File: src/verilog/dacc_pkg.sv
// Package for the two-channel DAC control block: register map, reset values, timing.
// Assumes a 40 MHz peripheral clock and byte accesses on the peripheral bus.
package dacc_pkg;

  // Register byte offsets within the peripheral space
  localparam logic [31:0] DACC_CH0_VALUE_OFS = 32'h040000a0;
  localparam logic [31:0] DACC_CH1_VALUE_OFS = 32'h040000a2;
  localparam logic [31:0] DACC_CONTROL_OFS   = 32'h040000a4;

  // Reset values
  localparam logic [7:0] DACC_VALUE_RST   = 8'h00;
  localparam logic [7:0] DACC_CONTROL_RST = 8'h1f;

  // Control field positions
  localparam int DACC_OE1_BIT   = 7;
  localparam int DACC_OE0_BIT   = 6;
  localparam int DACC_JOINT_BIT = 5;
  localparam logic [4:0] DACC_CTRL_LOW_ONES = 5'h1f;

  // Settling time: 10 us at 40 MHz, longest time rounds down
  localparam int DACC_SETTLE_NS      = 10000;
  localparam int DACC_CLK_PERIOD_NS  = 25;
  localparam int DACC_SETTLE_CYCLES  = DACC_SETTLE_NS / DACC_CLK_PERIOD_NS;
  localparam int DACC_CNT_W          = 9;

endpackage

File: src/verilog/dacc_top.sv
// Two-channel 8-bit DAC front end: data and control registers, per-channel
// conversion timing and output drive. Assumes a byte-wide register port that
// is synchronous to i_clk, and an analog macro that turns o_analog_out_* codes
// into voltages scaled by the analog supply.
`timescale 1ns/10ps

// Operation
// - Two 8-bit read/write channel data registers, both reset to 00.
// - An enabled channel converts its data value continuously and drives its pin.
// - Control register is 8 bits and resets to 1F.
// - Bit 7 enables channel 1 conversion and output; resets to zero.
// - Bit 6 enables channel 0 conversion and output; resets to zero.
// - Joint bit clear: each channel follows its own enable bit.
// - Joint bit with any enable, or both enables, converts both channels.
// - Both enables clear disables conversion on both channels.
// - Control bits 4..0 read as one and ignore writes.
// - A write to an enabled channel's data register restarts conversion at once.
// - Output level is data over 256 times the analog supply.
// - Result is held until data is rewritten or the enable is cleared.
// - Setting an enable starts conversion and makes the pin an output.
// - Clearing an enable releases the pin to input, unless the joint bit and the other enable keep both channels converting.
// - Result becomes valid a fixed 10 us after conversion starts.
// - In standby with conversion enabled, outputs hold their values.
module dacc_top #(
  parameter int SETTLE_CYCLES = dacc_pkg::DACC_SETTLE_CYCLES
) (
  // Clock and reset
  input  wire logic       i_clk,
  input  wire logic       i_arst_n,
  // Register port
  input  wire logic [31:0] i_addr,
  input  wire logic        i_wr,
  input  wire logic        i_rd,
  input  wire logic [7:0]  i_wdata,
  output logic [7:0]       o_rdata,
  output logic             o_rvalid,
  // Chip standby request
  input  wire logic        i_standby,
  // Analog macro controls
  output logic [7:0]       o_analog_out_0,
  output logic [7:0]       o_analog_out_1,
  output logic             o_analog_out_0_oe,
  output logic             o_analog_out_1_oe,
  output logic             o_analog_out_0_valid,
  output logic             o_analog_out_1_valid,
  output logic             o_convert_0,
  output logic             o_convert_1
);

  initial
  begin
    if (SETTLE_CYCLES < 1 || SETTLE_CYCLES >= (1 << dacc_pkg::DACC_CNT_W))
      $error("dacc_top: SETTLE_CYCLES out of range");
  end

  ////////////////////////////////////////////////////////////////////////////
  // State

  typedef struct packed {
    logic [7:0]                   value0;
    logic [7:0]                   value1;
    logic                         oe0;
    logic                         oe1;
    logic                         joint;
    logic                         conv0;
    logic                         conv1;
    logic [dacc_pkg::DACC_CNT_W-1:0] cnt0;
    logic [dacc_pkg::DACC_CNT_W-1:0] cnt1;
    logic                         vld0;
    logic                         vld1;
    logic [7:0]                   out0;
    logic [7:0]                   out1;
    logic [7:0]                   rdata;
    logic                         rvalid;
  } dacc_state_type;

  dacc_state_type st_q;
  dacc_state_type st_d;

  localparam logic [dacc_pkg::DACC_CNT_W-1:0] SETTLE_LAST =
    dacc_pkg::DACC_CNT_W'(SETTLE_CYCLES - 1);

  // Conversion enables from the three control bits
  function automatic logic [1:0] dacc_conv_en(input logic oe1, input logic oe0,
                                             input logic joint);
    if (!oe1 && !oe0)
      dacc_conv_en = 2'h0;
    else if ((oe1 && oe0) || joint)
      dacc_conv_en = 2'h3;
    else
      dacc_conv_en = {oe1, oe0};
  endfunction

  function automatic logic [7:0] dacc_ctrl_image(input dacc_state_type s);
    dacc_ctrl_image = {s.oe1, s.oe0, s.joint, dacc_pkg::DACC_CTRL_LOW_ONES};
  endfunction

  ////////////////////////////////////////////////////////////////////////////
  // Next state

  logic       wr0;
  logic       wr1;
  logic       wrc;
  logic [1:0] en_new;

  always_comb
  begin
    st_d   = st_q;
    wr0    = i_wr && (i_addr == dacc_pkg::DACC_CH0_VALUE_OFS);
    wr1    = i_wr && (i_addr == dacc_pkg::DACC_CH1_VALUE_OFS);
    wrc    = i_wr && (i_addr == dacc_pkg::DACC_CONTROL_OFS);

    // Register writes; low control bits are not stored
    if (wr0)
      st_d.value0 = i_wdata;
    if (wr1)
      st_d.value1 = i_wdata;
    if (wrc)
    begin
      st_d.oe1   = i_wdata[dacc_pkg::DACC_OE1_BIT];
      st_d.oe0   = i_wdata[dacc_pkg::DACC_OE0_BIT];
      st_d.joint = i_wdata[dacc_pkg::DACC_JOINT_BIT];
    end
    // Decode from the incoming control value so enables act in the write cycle
    en_new = dacc_conv_en(st_d.oe1, st_d.oe0, st_d.joint);

    // Reads answer one cycle later; unmapped addresses read zero
    st_d.rvalid = i_rd;
    st_d.rdata  = 8'h00;
    if (i_rd)
    begin
      if (i_addr == dacc_pkg::DACC_CH0_VALUE_OFS)
        st_d.rdata = st_q.value0;
      else if (i_addr == dacc_pkg::DACC_CH1_VALUE_OFS)
        st_d.rdata = st_q.value1;
      else if (i_addr == dacc_pkg::DACC_CONTROL_OFS)
        st_d.rdata = dacc_ctrl_image(st_q);
    end

    // Standby freezes the conversion path, except for enable clears, so outputs hold; the level is
    // read directly so the freeze starts in the very cycle standby is seen
    if (!i_standby)
    begin
      // Channel 0
      if (!en_new[0])
      begin
        st_d.conv0 = 1'b0;
        st_d.vld0  = 1'b0;
        st_d.cnt0  = '0;
      end
      else if (!st_q.conv0)
      begin
        st_d.conv0 = 1'b1;
        st_d.cnt0  = '0;
        st_d.vld0  = 1'b0;
      end
      else if (wr0)
      begin
        st_d.cnt0 = '0;
        st_d.vld0 = 1'b0;
      end
      else if (!st_q.vld0)
      begin
        if (st_q.cnt0 == SETTLE_LAST)
        begin
          st_d.vld0 = 1'b1;
          st_d.out0 = st_q.value0;
        end
        else
          st_d.cnt0 = st_q.cnt0 + 1'b1;
      end
      // Channel 1
      if (!en_new[1])
      begin
        st_d.conv1 = 1'b0;
        st_d.vld1  = 1'b0;
        st_d.cnt1  = '0;
      end
      else if (!st_q.conv1)
      begin
        st_d.conv1 = 1'b1;
        st_d.cnt1  = '0;
        st_d.vld1  = 1'b0;
      end
      else if (wr1)
      begin
        st_d.cnt1 = '0;
        st_d.vld1 = 1'b0;
      end
      else if (!st_q.vld1)
      begin
        if (st_q.cnt1 == SETTLE_LAST)
        begin
          st_d.vld1 = 1'b1;
          st_d.out1 = st_q.value1;
        end
        else
          st_d.cnt1 = st_q.cnt1 + 1'b1;
      end
    end
    else
    begin
      // Disabling still releases pins during standby
      if (!en_new[0])
        st_d.conv0 = 1'b0;
      if (!en_new[1])
        st_d.conv1 = 1'b0;
    end
  end

  ////////////////////////////////////////////////////////////////////////////
  // Registers

  always_ff @(posedge i_clk or negedge i_arst_n)
  begin
    if (!i_arst_n)
    begin
      st_q        <= '0;
      st_q.value0 <= dacc_pkg::DACC_VALUE_RST;
      st_q.value1 <= dacc_pkg::DACC_VALUE_RST;
      st_q.oe1    <= dacc_pkg::DACC_CONTROL_RST[dacc_pkg::DACC_OE1_BIT];
      st_q.oe0    <= dacc_pkg::DACC_CONTROL_RST[dacc_pkg::DACC_OE0_BIT];
      st_q.joint  <= dacc_pkg::DACC_CONTROL_RST[dacc_pkg::DACC_JOINT_BIT];
    end
    else
      st_q <= st_d;
  end

  ////////////////////////////////////////////////////////////////////////////
  // Outputs, all straight from state flops

  always_comb
  begin
    o_rdata              = st_q.rdata;
    o_rvalid             = st_q.rvalid;
    o_analog_out_0       = st_q.out0;
    o_analog_out_1       = st_q.out1;
    o_analog_out_0_oe    = st_q.conv0;
    o_analog_out_1_oe    = st_q.conv1;
    o_analog_out_0_valid = st_q.vld0;
    o_analog_out_1_valid = st_q.vld1;
    o_convert_0          = st_q.conv0;
    o_convert_1          = st_q.conv1;
  end

endmodule
File: config.mk
export PLATFORM = sky130hd
export DESIGN_NAME = dacc_top
export DESIGN_NICKNAME = d
export VERILOG_FILES = /design/src/verilog/dacc_pkg.sv /design/src/verilog/dacc_top.sv
export SDC_FILE = /design/constraint.sdc
export NUM_CORES = 1
export LEC_CHECK = 0
export BUFFER_PORTS_ARGS = -buffer_cell sky130_fd_sc_hd__buf_2
export CORE_MARGIN = 4
export CORE_UTILIZATION = 50
export CTS_BUF_LIST = sky130_fd_sc_hd__clkbuf_8
export CTS_CLUSTER_DIAMETER = 100
export DETAILED_ROUTE_END_ITERATION = 8
export HOLD_SLACK_MARGIN = 0.05
export PLACE_DENSITY = 0.76
export SYNTH_ARGS = -nofsm -noshare
export SYNTH_HDL_FRONTEND = slang
export SYNTH_SLANG_ARGS = --single-unit
File: constraint.sdc
create_clock -name i_clk -period 5.25 [get_ports i_clk]
set_clock_uncertainty 0.15 [all_clocks]
set_input_delay 0.2625 -clock i_clk [delete_from_list [all_inputs] [get_ports i_clk]]
set_output_delay 0.2625 -clock i_clk [all_outputs]
set_load 0.02 [all_outputs]
==> impl_summary.log, run 1 <==
[metrics] type of the worst setup path: in2reg
[metrics] Design Area, Final: 3870 um^2
[metrics] final-layout setup total negative slack: 0 ns
[metrics] fillcell total: between 500 and 600
[metrics] time the final worst path needs with I/O delays and setup: 3.02 ns
[metrics] worst-path fanout max: 13
[metrics] grt ovf: 0
[metrics] Max-Cap Viols: 0
[metrics] cell area after technology mapping: 3360 um^2
[metrics] Core Footprint: 6420 um^2
[metrics] Setup crit start kind: primary input
[metrics] Crit path arrival time: approximately 3.1 ns
[metrics] fraction of post-synthesis cell area in the top cell type by area: between 40 and 50%
[metrics] WP buf/inv: 1
[metrics] cell with the biggest individual delay on the critical path: sky130_fd_sc_hd__or4b_1
[metrics] cell count of the worst hold path: 2
[metrics] final critical-path share of the clock period: around 58%
[metrics] Resized cells post-CTS: 0
[metrics] WL per Instance: roughly 16 um
[metrics] clock tree from TritonCTS: done
[metrics] cell accounting for the most synthesized area: sky130_fd_sc_hd__dfrtp_1
[metrics] delay of the slowest critical-path stage: between 0.7 and 0.8 ns
[metrics] average size of a mapped cell: ~11 um^2
[metrics] Main synth FF type: sky130_fd_sc_hd__dfrtp_1
[metrics] Pwr per Cell Area: 254 nW/um^2
[metrics] violation count after the first detailed-routing iteration: approximately 120
[metrics] Worst setup EP type: register
[metrics] VDD IR-drop max: between 0.15 and 0.2 mV
[metrics] max-slew violation count: 0
[metrics] result of the run: finished, final reports clean
[metrics] number of nets in the final layout: slightly above 400
[metrics] gp weighted congestion: ~0.84
[metrics] Post-DP Area: 3600 um^2
[metrics] post-synth net total: about 350
[metrics] later-pin clock latency in the skew report: between 0.3 and 0.4 ns
[metrics] total number of H-tree levels: 3
[metrics] ANT cells: 0
[metrics] Total Routed Length: 7040 um
[metrics] initial core utilization: a little over half
[metrics] Horiz. Die Dim: 90.0 um
[metrics] Port Buf Inserts: 75
[metrics] final hold violation count: 0
[metrics] Hold EP: st_q[48]
[metrics] largest cells by area after synthesis: sky130_fd_sc_hd__dfrtp_1 (49%), sky130_fd_sc_hd__mux2_2 (9.1%), sky130_fd_sc_hd__buf_4 (5.8%)
[metrics] worst setup slack for register-to-register paths: approximately 2.5 ns
[metrics] overall via count from detail_route: 2,473
[metrics] RR Endpoint: o_analog_out_0[5]
[metrics] area growth from synthesis to final layout: 15.2%
[metrics] cells after synthesis: about 300
[metrics] Worst-path clk slew: roughly 0.070 ns
[metrics] CTS buffer count: 9
[metrics] first-pass iteration count of the detailed router: 4
[metrics] via count of the first global-routing pass: approximately 2,400
[metrics] sequential share of the synthesized area: between 40 and 50%
[metrics] number of warnings reported in the yosys synthesis log: 0
[metrics] top cell family by delay on the critical path: simple AND/OR/NAND/NOR gates
[metrics] Overall Global Routing Usage: between 10% and 20%
[metrics] launch instance of the worst min-delay path: i_wdata[7]
[metrics] number of cells on the worst reg-to-reg path: 5
[metrics] number of enable flip-flop cells after synthesis: 0
[metrics] largest net degree at the start of global routing: 67
[metrics] total number of placement rows: 29
[metrics] clock tree root driver cell: sky130_fd_sc_hd__clkbuf_8
[metrics] global-route wire length before repair: about 12,000 um
[metrics] floorplan die area: between 8000 and 9000 um^2
[metrics] headroom to the max-slew limit: between 40% and 50%
[metrics] cell-by-cell listing of the critical path: buf_2 -> nor4_2 -> nand4_1 -> o31a_1 -> a211oi_2 -> or4b_1 -> mux2_4
[metrics] number of distinct library cells after synthesis: 50
[metrics] share of async-settable or async-resettable flops after synthesis: 100%
[metrics] Top-Level Pins: 76
[metrics] Final HPWL DP: between 5000 and 6000 um
[metrics] DRT antenna net count: 0
[metrics] static leakage: between 0.0015 and 0.002 uW
[metrics] required time of the critical path: 5.33 ns
[metrics] achievable frequency: 331 MHz
[metrics] pin slew with the least headroom to its limit: slightly above 0.8 ns
[metrics] flip-flop and latch count after synthesis: 66
[metrics] worst min-delay path class: in2reg
[metrics] share of final-layout standard cells stronger than drive strength 1: between 30% and 40%
[metrics] beginning of the worst register-to-register path: st_q[47]
[metrics] worst-case clock buffer depth: 2
[metrics] number of antenna violations at the first check in global routing: 0
[metrics] Sinks on Clock Net: 66
[metrics] die outline height: roughly 90 um
[metrics] unrepaired setup endpoints after global routing: false
[metrics] number of vias per cell after detailed routing: roughly 5.6
[metrics] DRC errors left: 0
[metrics] final setup violating endpoints: 0
==> metrics by stage <==
step | setup WS [ns] | hold slack, ns | std cells | total power (uW) | util [%]
final | 2.23 | 0.0871 | 440 | 983 | 60.2
after global routing | 1.97 | 0.0807 | 440 | 1020 | 60.2
after CTS | 2.23 | 0.0689 | 440 | 996 | 60.2
after detailed placement | 1.86 | 0.244 | 417 | 566 | 56.0
after global placement | 1.94 | 0.242 | 417 | 565 | 56.0
after floorplan | 2.74 | -0.183 | 301 | 534 | -
==> metal layers <==
layer  routed length [um]  GRT usage, %  up-vias
met2                 3600          30.5       54
met1                 3080          22.0     1207
met3                  298          5.09        8
li1                     -             -     1204
met4                   69          4.85        0
met5                    0             0        -
==> how the worst max path moves through the flow <==
stage | start | endpoint | slack [ns] | depth (start not counted)
2_1_floorplan | i_addr[29] | o_analog_out_0[0] | 2.74 | 7
3_3_place_gp | i_addr[29] | o_analog_out_0[5] | 1.94 | 7
3_5_place_dp | i_addr[29] | o_analog_out_0[2] | 1.86 | 7
4_1_cts | i_addr[29] | o_analog_out_0[5] | 2.23 | 7
5_1_grt | i_addr[29] | o_analog_out_0[5] | 1.97 | 7
6_report | i_addr[18] | o_analog_out_0[5] | 2.23 | 7
==> layout make-up <==
type | count | area [um^2] | share of cell area, %
clock buffer | 9 | 124 | 3.20
clock inverter | 7 | 78.8 | 2.04
inverter | 9 | 33.8 | 0.873
multi-input combinational | 188 | 1420 | 36.8
sequential | 66 | 1650 | 42.7
tap | 77 | 96.3 | 2.49
timing repair buffer | 84 | 460 | 11.9
==> what timing repair did <==
action | 4_1_cts | 5_1_grt
hold endpoints to repair | 76 | 0
buffers inserted | 0 | 0
hold buffers | 7 | 0
==> synth_stat cells, types with 3 or more instances <==
cell / instances
sky130_fd_sc_hd__a2111oi_0: 3
sky130_fd_sc_hd__a211oi_1: 5
sky130_fd_sc_hd__a21oi_1: 8
sky130_fd_sc_hd__and3_1: 4
sky130_fd_sc_hd__buf_4: 26
sky130_fd_sc_hd__clkbuf_1: 10
sky130_fd_sc_hd__dfrtp_1: 66
sky130_fd_sc_hd__inv_1: 9
sky130_fd_sc_hd__mux2_2: 27
sky130_fd_sc_hd__mux2_4: 8
sky130_fd_sc_hd__nand2_1: 30
sky130_fd_sc_hd__nand2b_1: 5
sky130_fd_sc_hd__nand3_1: 13
sky130_fd_sc_hd__nor2_1: 13
sky130_fd_sc_hd__nor3_1: 6
sky130_fd_sc_hd__nor4_1: 5
sky130_fd_sc_hd__nor4_2: 5
sky130_fd_sc_hd__o211ai_1: 7
sky130_fd_sc_hd__o311ai_0: 10
==> kinds of logic (layout without fill, tap and decap cells) <==
group | Yosys count | in the layout | synth area share [%]
XOR/XNOR | 2 | 2 | 0.522
buffers and inverters | 47 | 109 | 8.42
AO/OA/AOI/OAI | 45 | 45 | 10.2
adder cells (fa/ha/maj) | 2 | 2 | 0.745
flip-flops | 66 | 66 | 49.2
multiplexers | 37 | 37 | 13.2
AND/OR/NAND/NOR | 102 | 102 | 17.7
==> registers in the layout (all words and copies together), names as in the netlist <==
name and flops:
st_q 37, o_analog_out_0 8, o_analog_out_1 8, o_rdata 8
o_analog_out_0_oe 1, o_analog_out_0_valid 1, o_analog_out_1_oe 1, o_analog_out_1_valid 1
o_rvalid 1
==> report_power, final <==
part | internal (uW) | leakage [uW] | switching [uW]
clock network | 223 | 0.000104 | 200
registers | 508 | 0.000920 | 0.0762
logic | 20.4 | 0.000848 | 31.0
==> layout by cell type, fill, tap and decap left out, types with 3 or more instances in the layout <==
cell	synthesis	routed
sky130_fd_sc_hd__buf_2	1	75
sky130_fd_sc_hd__dfrtp_1	66	66
sky130_fd_sc_hd__nand2_1	30	30
sky130_fd_sc_hd__mux2_2	27	27
sky130_fd_sc_hd__nor2_1	13	13
sky130_fd_sc_hd__nand3_1	13	13
sky130_fd_sc_hd__o311ai_0	10	10
sky130_fd_sc_hd__inv_1	9	9
sky130_fd_sc_hd__clkbuf_8	0	9
sky130_fd_sc_hd__a21oi_1	8	8
sky130_fd_sc_hd__mux2_4	8	8
sky130_fd_sc_hd__o211ai_1	7	7
sky130_fd_sc_hd__dlygate4sd3_1	0	7
sky130_fd_sc_hd__nor3_1	6	6
sky130_fd_sc_hd__nor4_2	5	5
sky130_fd_sc_hd__nor4_1	5	5
sky130_fd_sc_hd__a211oi_1	5	5
sky130_fd_sc_hd__nand2b_1	5	5
sky130_fd_sc_hd__and3_1	4	4
sky130_fd_sc_hd__clkinv_4	0	4
sky130_fd_sc_hd__a2111oi_0	3	3
Note: power is estimated with default switching activity, not from simulation.
==> inputs of run 2 (changes only) <==
--- a/config.mk
+++ b/config.mk
@@ -5,6 +5,7 @@
 export SDC_FILE = /design/constraint.sdc
 export NUM_CORES = 1
 export LEC_CHECK = 0
+export ABC_AREA = 1
 export BUFFER_PORTS_ARGS = -buffer_cell sky130_fd_sc_hd__buf_2
 export CORE_MARGIN = 4
 export CORE_UTILIZATION = 50
@@ -12,7 +13,7 @@
 export CTS_CLUSTER_DIAMETER = 100
 export DETAILED_ROUTE_END_ITERATION = 8
 export HOLD_SLACK_MARGIN = 0.05
-export PLACE_DENSITY = 0.76
+export PLACE_DENSITY = 0.75
 export SYNTH_ARGS = -nofsm -noshare
 export SYNTH_HDL_FRONTEND = slang
 export SYNTH_SLANG_ARGS = --single-unit
==> constraint.sdc (replaced) <==
create_clock -name i_clk -period 3.1 [get_ports i_clk]
set_clock_uncertainty 0.15 [all_clocks]
set_input_delay 0.155 -clock i_clk [delete_from_list [all_inputs] [get_ports i_clk]]
set_output_delay 0.155 -clock i_clk [all_outputs]
set_load 0.02 [all_outputs]
==> impl_summary.log, run 2 <==
[metrics] result of the run: finished, final reports clean
[metrics] cell accounting for the most synthesized area: sky130_fd_sc_hd__dfrtp_1
[metrics] Worst-path clk slew: 0.07 ns (about the same)
[metrics] WL per Instance: 12.9 um (-20%)
[metrics] area growth from synthesis to final layout: 16.8%
[metrics] static leakage: 0.00222 uW (+19%)
[metrics] type of the worst setup path: reg2reg
[metrics] clock tree root driver cell: sky130_fd_sc_hd__clkbuf_8
[metrics] delay of the slowest critical-path stage: 0.59 ns (-0.18 ns)
[metrics] WP buf/inv: 0 (-1)
[metrics] pin slew with the least headroom to its limit: 0.627 ns (-0.196 ns)
[metrics] Overall Global Routing Usage: 19.1% (+1.3 points)
[metrics] initial core utilization: 51.3% (-1.0 points)
[metrics] routed length on met3: 358 um (+20%)
[metrics] global-route wire length before repair: 13,300 um (+13%)
[metrics] time the final worst path needs with I/O delays and setup: between 2 and 2.5 ns
[metrics] metal2 WL: 4120 um (+15%)
[metrics] number of antenna violations at the first check in global routing: 0 (unchanged)
[metrics] leading cell type by number of instances after synthesis: sky130_fd_sc_hd__nand2_1
[metrics] largest cells by area after synthesis: sky130_fd_sc_hd__dfrtp_1 (45%), sky130_fd_sc_hd__nand2_1 (9.3%), sky130_fd_sc_hd__buf_4 (5.3%)
[metrics] number of enable flip-flop cells after synthesis: 0 (unchanged)
[metrics] number of vias per cell after detailed routing: 4.97 (-12%)
[metrics] Sinks on Clock Net: 66 (unchanged)
[metrics] Internal: 1390 uW (+85%)
[metrics] Crit path arrival time: 2.32 ns (-0.78 ns)
[metrics] commonest non-fill, non-tap cell in the layout: sky130_fd_sc_hd__nand2_1
[metrics] worst-path fanout max: 7 (-6)
[metrics] final-layout setup total negative slack: 0 ns (unchanged)
[metrics] net switching fraction of the power: 23.4% (-0.15 points)
[metrics] cells after synthesis: 440 (+46%)
[metrics] final critical-path share of the clock period: just over 70%
[metrics] Setup crit start kind: register
[metrics] sequential share of power: 47.9% (-3.8 points)
[metrics] floorplan die area: 8840 um^2 (+9.2%)
[metrics] share of final-layout standard cells stronger than drive strength 1: 29.5% (-8.5 points)
[metrics] later-pin clock latency in the skew report: 0.34 ns (about the same)
[metrics] fillcell total: 656 (+22%)
[metrics] share of async-settable or async-resettable flops after synthesis: 100% (unchanged)
[metrics] number of distinct library cells after synthesis: 36 (-28%)
[metrics] max-slew violation count: 0 (unchanged)
[metrics] Pwr per Cell Area: 421 nW/um^2 (+65%)
[metrics] Horiz. Die Dim: 94.0 um (+4.5%)
[metrics] gp weighted congestion: 0.866 (+3.1%)
[metrics] required time of the critical path: 3.23 ns (-2.10 ns)
[metrics] Final HPWL DP: 5940 um (+18%)
[metrics] total number of H-tree levels: 3 (unchanged)
[metrics] Port Buf Inserts: 75 (unchanged)
[metrics] die outline height: 94.0 um (+4.5%)
[metrics] sequential share of the synthesized area: 44.7% (-4.5 points)
[metrics] Biggest register: st_q
[metrics] Worst setup EP type: register
[metrics] Largest register FFs: 37 (unchanged)
[metrics] Max-Cap Viols: 0 (unchanged)
[metrics] multi-input logic area: 1610 um^2 (+13%)
[metrics] achievable frequency: ~460 MHz
[metrics] post-placement cell count: 583 (+40%)
[metrics] headroom to the max-slew limit: 58.1% (+13 points)
[metrics] violation count after the first detailed-routing iteration: 174 (+40%)
[metrics] final hold violation count: 0 (unchanged)
[metrics] number of post-CTS setup repair buffers: 0 (unchanged)
[metrics] worst min-delay path class: in2async
[metrics] number of cells on the worst reg-to-reg path: 9 (+4)
[metrics] ANT cells: 0 (unchanged)
[metrics] cell area after technology mapping: 3700 um^2 (+10%)
[metrics] DRC errors left: 0 (unchanged)
[metrics] switching power: 425 uW (+84%)
[metrics] cell-by-cell listing of the critical path: ha_1 -> nand3_1 -> nor3b_1 -> o21ai_0 -> nor2_1 -> nand2_1 -> nand2_2 -> nand2_1 -> nand2_1
[metrics] Core Footprint: 7210 um^2 (+12%)
[metrics] wire length on met1: 3260 um (+5.8%)
[metrics] DRT antenna net count: 0 (unchanged)
[metrics] top cell family by delay on the critical path: simple AND/OR/NAND/NOR gates
[metrics] worst-case clock buffer depth: 2 (unchanged)
[metrics] largest net degree at the start of global routing: 46 (-31%)
[metrics] clock tree from TritonCTS: done
[metrics] combinational power share: 7.0% (+1.8 points)
[metrics] top cells by count, synth: sky130_fd_sc_hd__nand2_1 (92), sky130_fd_sc_hd__dfrtp_1 (66), sky130_fd_sc_hd__inv_1 (47)
[metrics] via count of the first global-routing pass: 2,980 (+22%)
[metrics] overall via count from detail_route: 3,034 (+23%)
[metrics] first-pass iteration count of the detailed router: 4 (unchanged)
[metrics] sequential cell area: 1650 um^2 (unchanged)
[metrics] total power draw: 1820 uW (+85%)
[metrics] unrepaired setup endpoints after global routing: false
[metrics] number of warnings reported in the yosys synthesis log: 0 (unchanged)
[metrics] cell repeated most along the worst path: sky130_fd_sc_hd__nand2_1
[metrics] final setup violating endpoints: 0 (unchanged)
[metrics] non-filler instance count after layout: 611 (+39%)
[metrics] Resized cells post-CTS: 0 (unchanged)
[metrics] post-synth net total: 487 (+40%)
[metrics] fraction of post-synthesis cell area in the top cell type by area: 44.7% (-4.5 points)
[metrics] Main synth FF type: sky130_fd_sc_hd__dfrtp_1
[metrics] Total Routed Length: 7860 um (+12%)
[metrics] VDD IR-drop max: 0.186 mV (+12%)
[metrics] grt ovf: 0 (unchanged)
[metrics] Design Area, Final: 4320 um^2 (+12%)
[metrics] Top-Level Pins: 76 (unchanged)
[metrics] commonest non-fill, non-tap cells in the layout: sky130_fd_sc_hd__nand2_1 (92), sky130_fd_sc_hd__buf_2 (75), sky130_fd_sc_hd__dfrtp_1 (66)
[metrics] fraction of power consumed by the clock network: 45.0% (+1.9 points)
[metrics] uppermost metal layer occupied by signal nets: met4
[metrics] number of cells on the critical path: 9 (+2)
[metrics] cell with the biggest individual delay on the critical path: sky130_fd_sc_hd__nor3b_1
[metrics] number of nets in the final layout: 554 (+37%)
[metrics] CTS buffer count: 9 (unchanged)
[metrics] total number of placement rows: 31 (+6.9%)
[metrics] flip-flop and latch count after synthesis: 66 (unchanged)
[metrics] average size of a mapped cell: 8.41 um^2 (-25%)
[metrics] Post-DP Area: 3970 um^2 (+11%)
[metrics] CTS Hold Buffers Added: 12 (+5)
run 2: cell count changes in the layout (fill, tap and decap cells not counted), moves of 12 or more:
cell                      before  now
sky130_fd_sc_hd__nand2_1      30   92
sky130_fd_sc_hd__inv_1         9   47
sky130_fd_sc_hd__nor2_1       13   44
sky130_fd_sc_hd__mux2_2       27    0
sky130_fd_sc_hd__nand2_2       0   19
sky130_fd_sc_hd__o21ai_0       2   19
sky130_fd_sc_hd__o21ai_2       0   16
sky130_fd_sc_hd__xor2_1        0   12
run 2: cell families after synthesis:
family,count (synthesis),share of synthesized area (%)
adders and majority gates,2,0.676
and+or+nand+nor,217,29.4
AOI/OAI and AO/OA,57,10.4
buffers and inverters,85,11.7
DFF,66,44.7
xor gates and xnor gates,13,3.08
run 2: power by group through the flow:
stage	Combinational (uW)	Sequential [uW]	Clock [uW]
floorplan	55.0	889	0
global placement	115	888	0
detailed placement	117	888	0
CTS	129	871	835
global route	142	872	874
finish	128	871	819
run 2: layer usage:
metal  track usage [%]  vias to the layer above
li1                  -                     1513
met1              23.0                     1435
met2              33.8                       74
met3              3.61                       12
met4              6.86                        0
met5                 0                        -
run 2: stage by stage:
stage	hold slack, ns	setup WS (ns)	utilization [%]
5_1_grt	0.223	0.754	59.9
2_1_floorplan	-0.291	1.25	-
3_5_place_dp	0.00857	0.964	55.1
6_report	0.160	0.904	59.9
4_1_cts	0.175	0.942	59.9
3_3_place_gp	-0.00257	1.02	55.1
run 2: final timing paths:
| check | from | end | slack (ns) |
|---|---|---|---|
| min | i_arst_n | o_rdata[7] | 0.16 |
| max in group asynchronous | i_arst_n | st_q[35] | 1.72 |
| min in group i_clk | i_addr[2] | st_q[49] | 0.19 |
| min reg2reg | o_analog_out_1[2] | o_analog_out_1[2] | 0.33 |
| max | st_q[27] | st_q[32] | 0.90 |
| max reg2reg | st_q[27] | st_q[32] | 0.90 |
run 2: final cells by class:
class,instances,share of cell area [%]
Inverter,52,4.52
Sequential cell,66,38.2
Clock inverter,6,2.08
Clock buffer,10,3.18
Timing Repair Buffer,89,11.8
Multi-Input combinational cell,289,37.3
Tap cell,99,2.87
==> inputs of run 3 (changes only) <==
--- a/config.mk
+++ b/config.mk
@@ -5,7 +5,7 @@
 export SDC_FILE = /design/constraint.sdc
 export NUM_CORES = 1
 export LEC_CHECK = 0
-export ABC_AREA = 1
+export ABC_AREA = 0
 export BUFFER_PORTS_ARGS = -buffer_cell sky130_fd_sc_hd__buf_2
 export CORE_MARGIN = 4
 export CORE_UTILIZATION = 50
@@ -13,7 +13,7 @@
 export CTS_CLUSTER_DIAMETER = 100
 export DETAILED_ROUTE_END_ITERATION = 8
 export HOLD_SLACK_MARGIN = 0.05
-export PLACE_DENSITY = 0.75
+export PLACE_DENSITY = 0.79
 export SYNTH_ARGS = -nofsm -noshare
 export SYNTH_HDL_FRONTEND = slang
 export SYNTH_SLANG_ARGS = --single-unit
==> constraint.sdc (replaced) <==
create_clock -name i_clk -period 1.9 [get_ports i_clk]
set_clock_uncertainty 0.15 [all_clocks]
set_input_delay 0.095 -clock i_clk [delete_from_list [all_inputs] [get_ports i_clk]]
set_output_delay 0.095 -clock i_clk [all_outputs]
set_load 0.02 [all_outputs]
==> impl_summary.log, run 3 (synthesis results as in run 1) <==
[metrics] result of the run: complete, but fails checks
[metrics] violated checks: negative setup slack
[metrics] type of the worst setup path: reg2reg
[metrics] Port Buf Inserts: 75 (unchanged)
[metrics] Total Routed Length: 9460 um (+20%)
[metrics] final core area utilization: 74.3% (+14 points)
[metrics] Worst setup EP type: register
[metrics] overall via count from detail_route: 2,995 (-1.3%)
[metrics] number of vias per cell after detailed routing: 5.94 (+20%)
[metrics] final setup violating endpoints: 24 (+24)
[metrics] achievable frequency: 425 MHz (-6.6%)
[metrics] DRC errors left: 0 (unchanged)
[metrics] pin slew with the least headroom to its limit: 0.530 ns (-0.0979 ns)
[metrics] gp weighted congestion: 0.845 (-2.5%)
[metrics] area growth from synthesis to final layout: 42.1%
[metrics] initial core utilization: 52.3% (+1.0 points)
[metrics] total number of placement rows: 29 (-6.5%)
[metrics] number of antenna violations at the first check in global routing: 0 (unchanged)
[metrics] fillcell total: 384 (-41%)
[metrics] Top-Level Pins: 76 (unchanged)
[metrics] share of final-layout standard cells stronger than drive strength 1: 52.7% (+23 points)
[metrics] unrepaired setup endpoints after global routing: true
[metrics] grt ovf: 0 (unchanged)
[metrics] launch instance of the worst min-delay path: i_addr[28]
[metrics] Post-DP Area: 4050 um^2 (+1.9%)
[metrics] Setup crit start kind: register
[metrics] via count of the first global-routing pass: 3,066 (+2.9%)
[metrics] clock tree root driver cell: sky130_fd_sc_hd__clkbuf_8
[metrics] worst-case clock buffer depth: 2 (unchanged)
[metrics] Sinks on Clock Net: 66 (unchanged)
[metrics] floorplan die area: 8090 um^2 (-8.4%)
[metrics] max-slew violation count: 0 (unchanged)
[metrics] VDD IR-drop max: 0.349 mV (+88%)
[metrics] WL per Instance: 18.8 um (+46%)
[metrics] Design Area, Final: 4770 um^2 (+10%)
[metrics] time the final worst path needs with I/O delays and setup: 2.35 ns (+0.156 ns)
[metrics] Crit path arrival time: 2.44 ns (+0.12 ns)
[metrics] global-route wire length before repair: 14,400 um (+8.8%)
[metrics] violation count after the first detailed-routing iteration: 146 (-16%)
[metrics] Core Footprint: 6420 um^2 (-11%)
[metrics] cell count of the worst hold path: 5
[metrics] Biggest register: st_q
[metrics] required time of the critical path: 1.99 ns (-1.24 ns)
[metrics] Largest register FFs: 37 (unchanged)
[metrics] Final HPWL DP: 5790 um (-2.5%)
[metrics] final hold violation count: 0 (unchanged)
[metrics] Worst-path clk slew: 0.08 ns (about the same)
[metrics] commonest non-fill, non-tap cell in the layout: sky130_fd_sc_hd__buf_2
[metrics] clock tree from TritonCTS: done
[metrics] first-pass iteration count of the detailed router: 5 (+1)
[metrics] die outline height: 90.0 um (-4.3%)
[metrics] worst min-delay path class: in2reg
[metrics] number of nets in the final layout: 469 (-15%)
[metrics] worst setup slack for register-to-register paths: -0.45 ns (-1.36 ns)
[metrics] number of cells on the worst reg-to-reg path: 5 (-4)
[metrics] DRT antenna net count: 0 (unchanged)
[metrics] Overall Global Routing Usage: 22.0% (+2.9 points)
[metrics] total number of H-tree levels: 3 (unchanged)
[metrics] ANT cells: 0 (unchanged)
[metrics] Max-Cap Viols: 0 (unchanged)
[metrics] CTS buffer count: 9 (unchanged)
[metrics] commonest non-fill, non-tap cells in the layout: sky130_fd_sc_hd__buf_2 (68), sky130_fd_sc_hd__dfrtp_1 (66), sky130_fd_sc_hd__buf_4 (50)
[metrics] later-pin clock latency in the skew report: 0.36 ns (+0.02 ns)
[metrics] largest net degree at the start of global routing: 45 (-2.2%)
[metrics] worst-path fanout max: 8 (+1)
[metrics] static leakage: 0.00229 uW (+3.4%)
[metrics] final worst setup slack: -0.452 ns (-1.36 ns)
[metrics] RR Endpoint: o_analog_out_0[7]
[metrics] final critical-path share of the clock period: 124% (+53 points)
[metrics] Hold EP: o_analog_out_0_oe
[metrics] Horiz. Die Dim: 90.0 um (-4.3%)
[metrics] headroom to the max-slew limit: 64.7% (+6.6 points)
[metrics] Pwr per Cell Area: 622 nW/um^2 (+48%)
[metrics] beginning of the worst register-to-register path: st_q[36]
[run 3: cell count changes in the layout (fill, tap and decap cells not counted), moves of 15 or more]
| cell | change |
|---|---|
| sky130_fd_sc_hd__buf_4 | +48 |
| sky130_fd_sc_hd__buf_6 | +15 |
| sky130_fd_sc_hd__inv_1 | -38 |
| sky130_fd_sc_hd__mux2_2 | +26 |
| sky130_fd_sc_hd__nand2_1 | -64 |
| sky130_fd_sc_hd__nand2_2 | -18 |
| sky130_fd_sc_hd__nor2_1 | -33 |
| sky130_fd_sc_hd__o21ai_0 | -19 |
| sky130_fd_sc_hd__o21ai_2 | -16 |
[run 3: timing repair]
action,4_1_cts,5_1_grt
pin swaps,5,18
endpoints found under the setup margin,30,32
setup buffers,2,5
resized for setup,29,43
hold buffers,13,0
endpoints found under the hold margin,100,0
[run 3: stage by stage]
step           setup slack, ns  std cells  total power (uW)  setup TNS, ns  hold slack [ns]
2_1_floorplan           -0.439        301              1470          -4.54           -0.351
3_3_place_gp            -0.489        471              1590          -9.74          -0.0548
3_5_place_dp            -0.572        471              1590         -13.43          -0.0507
4_1_cts                 -0.444        502              2930          -4.39           0.0755
5_1_grt                 -0.476        504              3060          -6.28            0.116
6_report                -0.452        504              2970          -4.74           0.0771
[run 3: final cells by class]
cell class / instances / area (um^2) / area share (%)
Clock buffer: 9 / 124 / 2.60
Clock inverter: 7 / 101 / 2.12
Inverter: 9 / 33.8 / 0.708
Multi-Input combinational cell: 188 / 1710 / 35.8
Sequential cell: 66 / 1650 / 34.6
Tap cell: 77 / 96.3 / 2.02
Timing Repair Buffer: 148 / 1050 / 22.1
[run 3: power by group]
part / switching, uW / internal [uW]
combinational: 120 / 96.6
sequential: 0.197 / 1400
clock: 599 / 749
[run 3: worst max-delay path by stage]
stage               start                end  slack, ns  cells past startpoint
3_3_place_gp     st_q[37]  o_analog_out_0[0]      -0.49                      6
2_1_floorplan    st_q[36]  o_analog_out_0[0]      -0.44                      6
5_1_grt          st_q[37]  o_analog_out_0[7]      -0.48                      5
6_report         st_q[36]  o_analog_out_0[7]      -0.45                      5
4_1_cts          st_q[36]  o_analog_out_0[7]      -0.44                      6
3_5_place_dp   i_addr[13]  o_analog_out_0[7]      -0.57                      8
[run 3: worst max-delay path: stages (launching register included)]
cell	delay, ns
sky130_fd_sc_hd__dfrtp_1	0.37
sky130_fd_sc_hd__ha_2	0.19
sky130_fd_sc_hd__nand4b_1	0.13
sky130_fd_sc_hd__or4_4	0.45
sky130_fd_sc_hd__or4b_4	0.62
sky130_fd_sc_hd__mux2_4	0.34
[run 3: per-layer routing]
metal,global-route usage (%),part of all wire [%],vias up
met5,0,0,-
met4,9.44,3.2,0
met3,6.09,5.4,34
met2,37.5,52,127
met1,26.3,39,1503
li1,-,-,1331
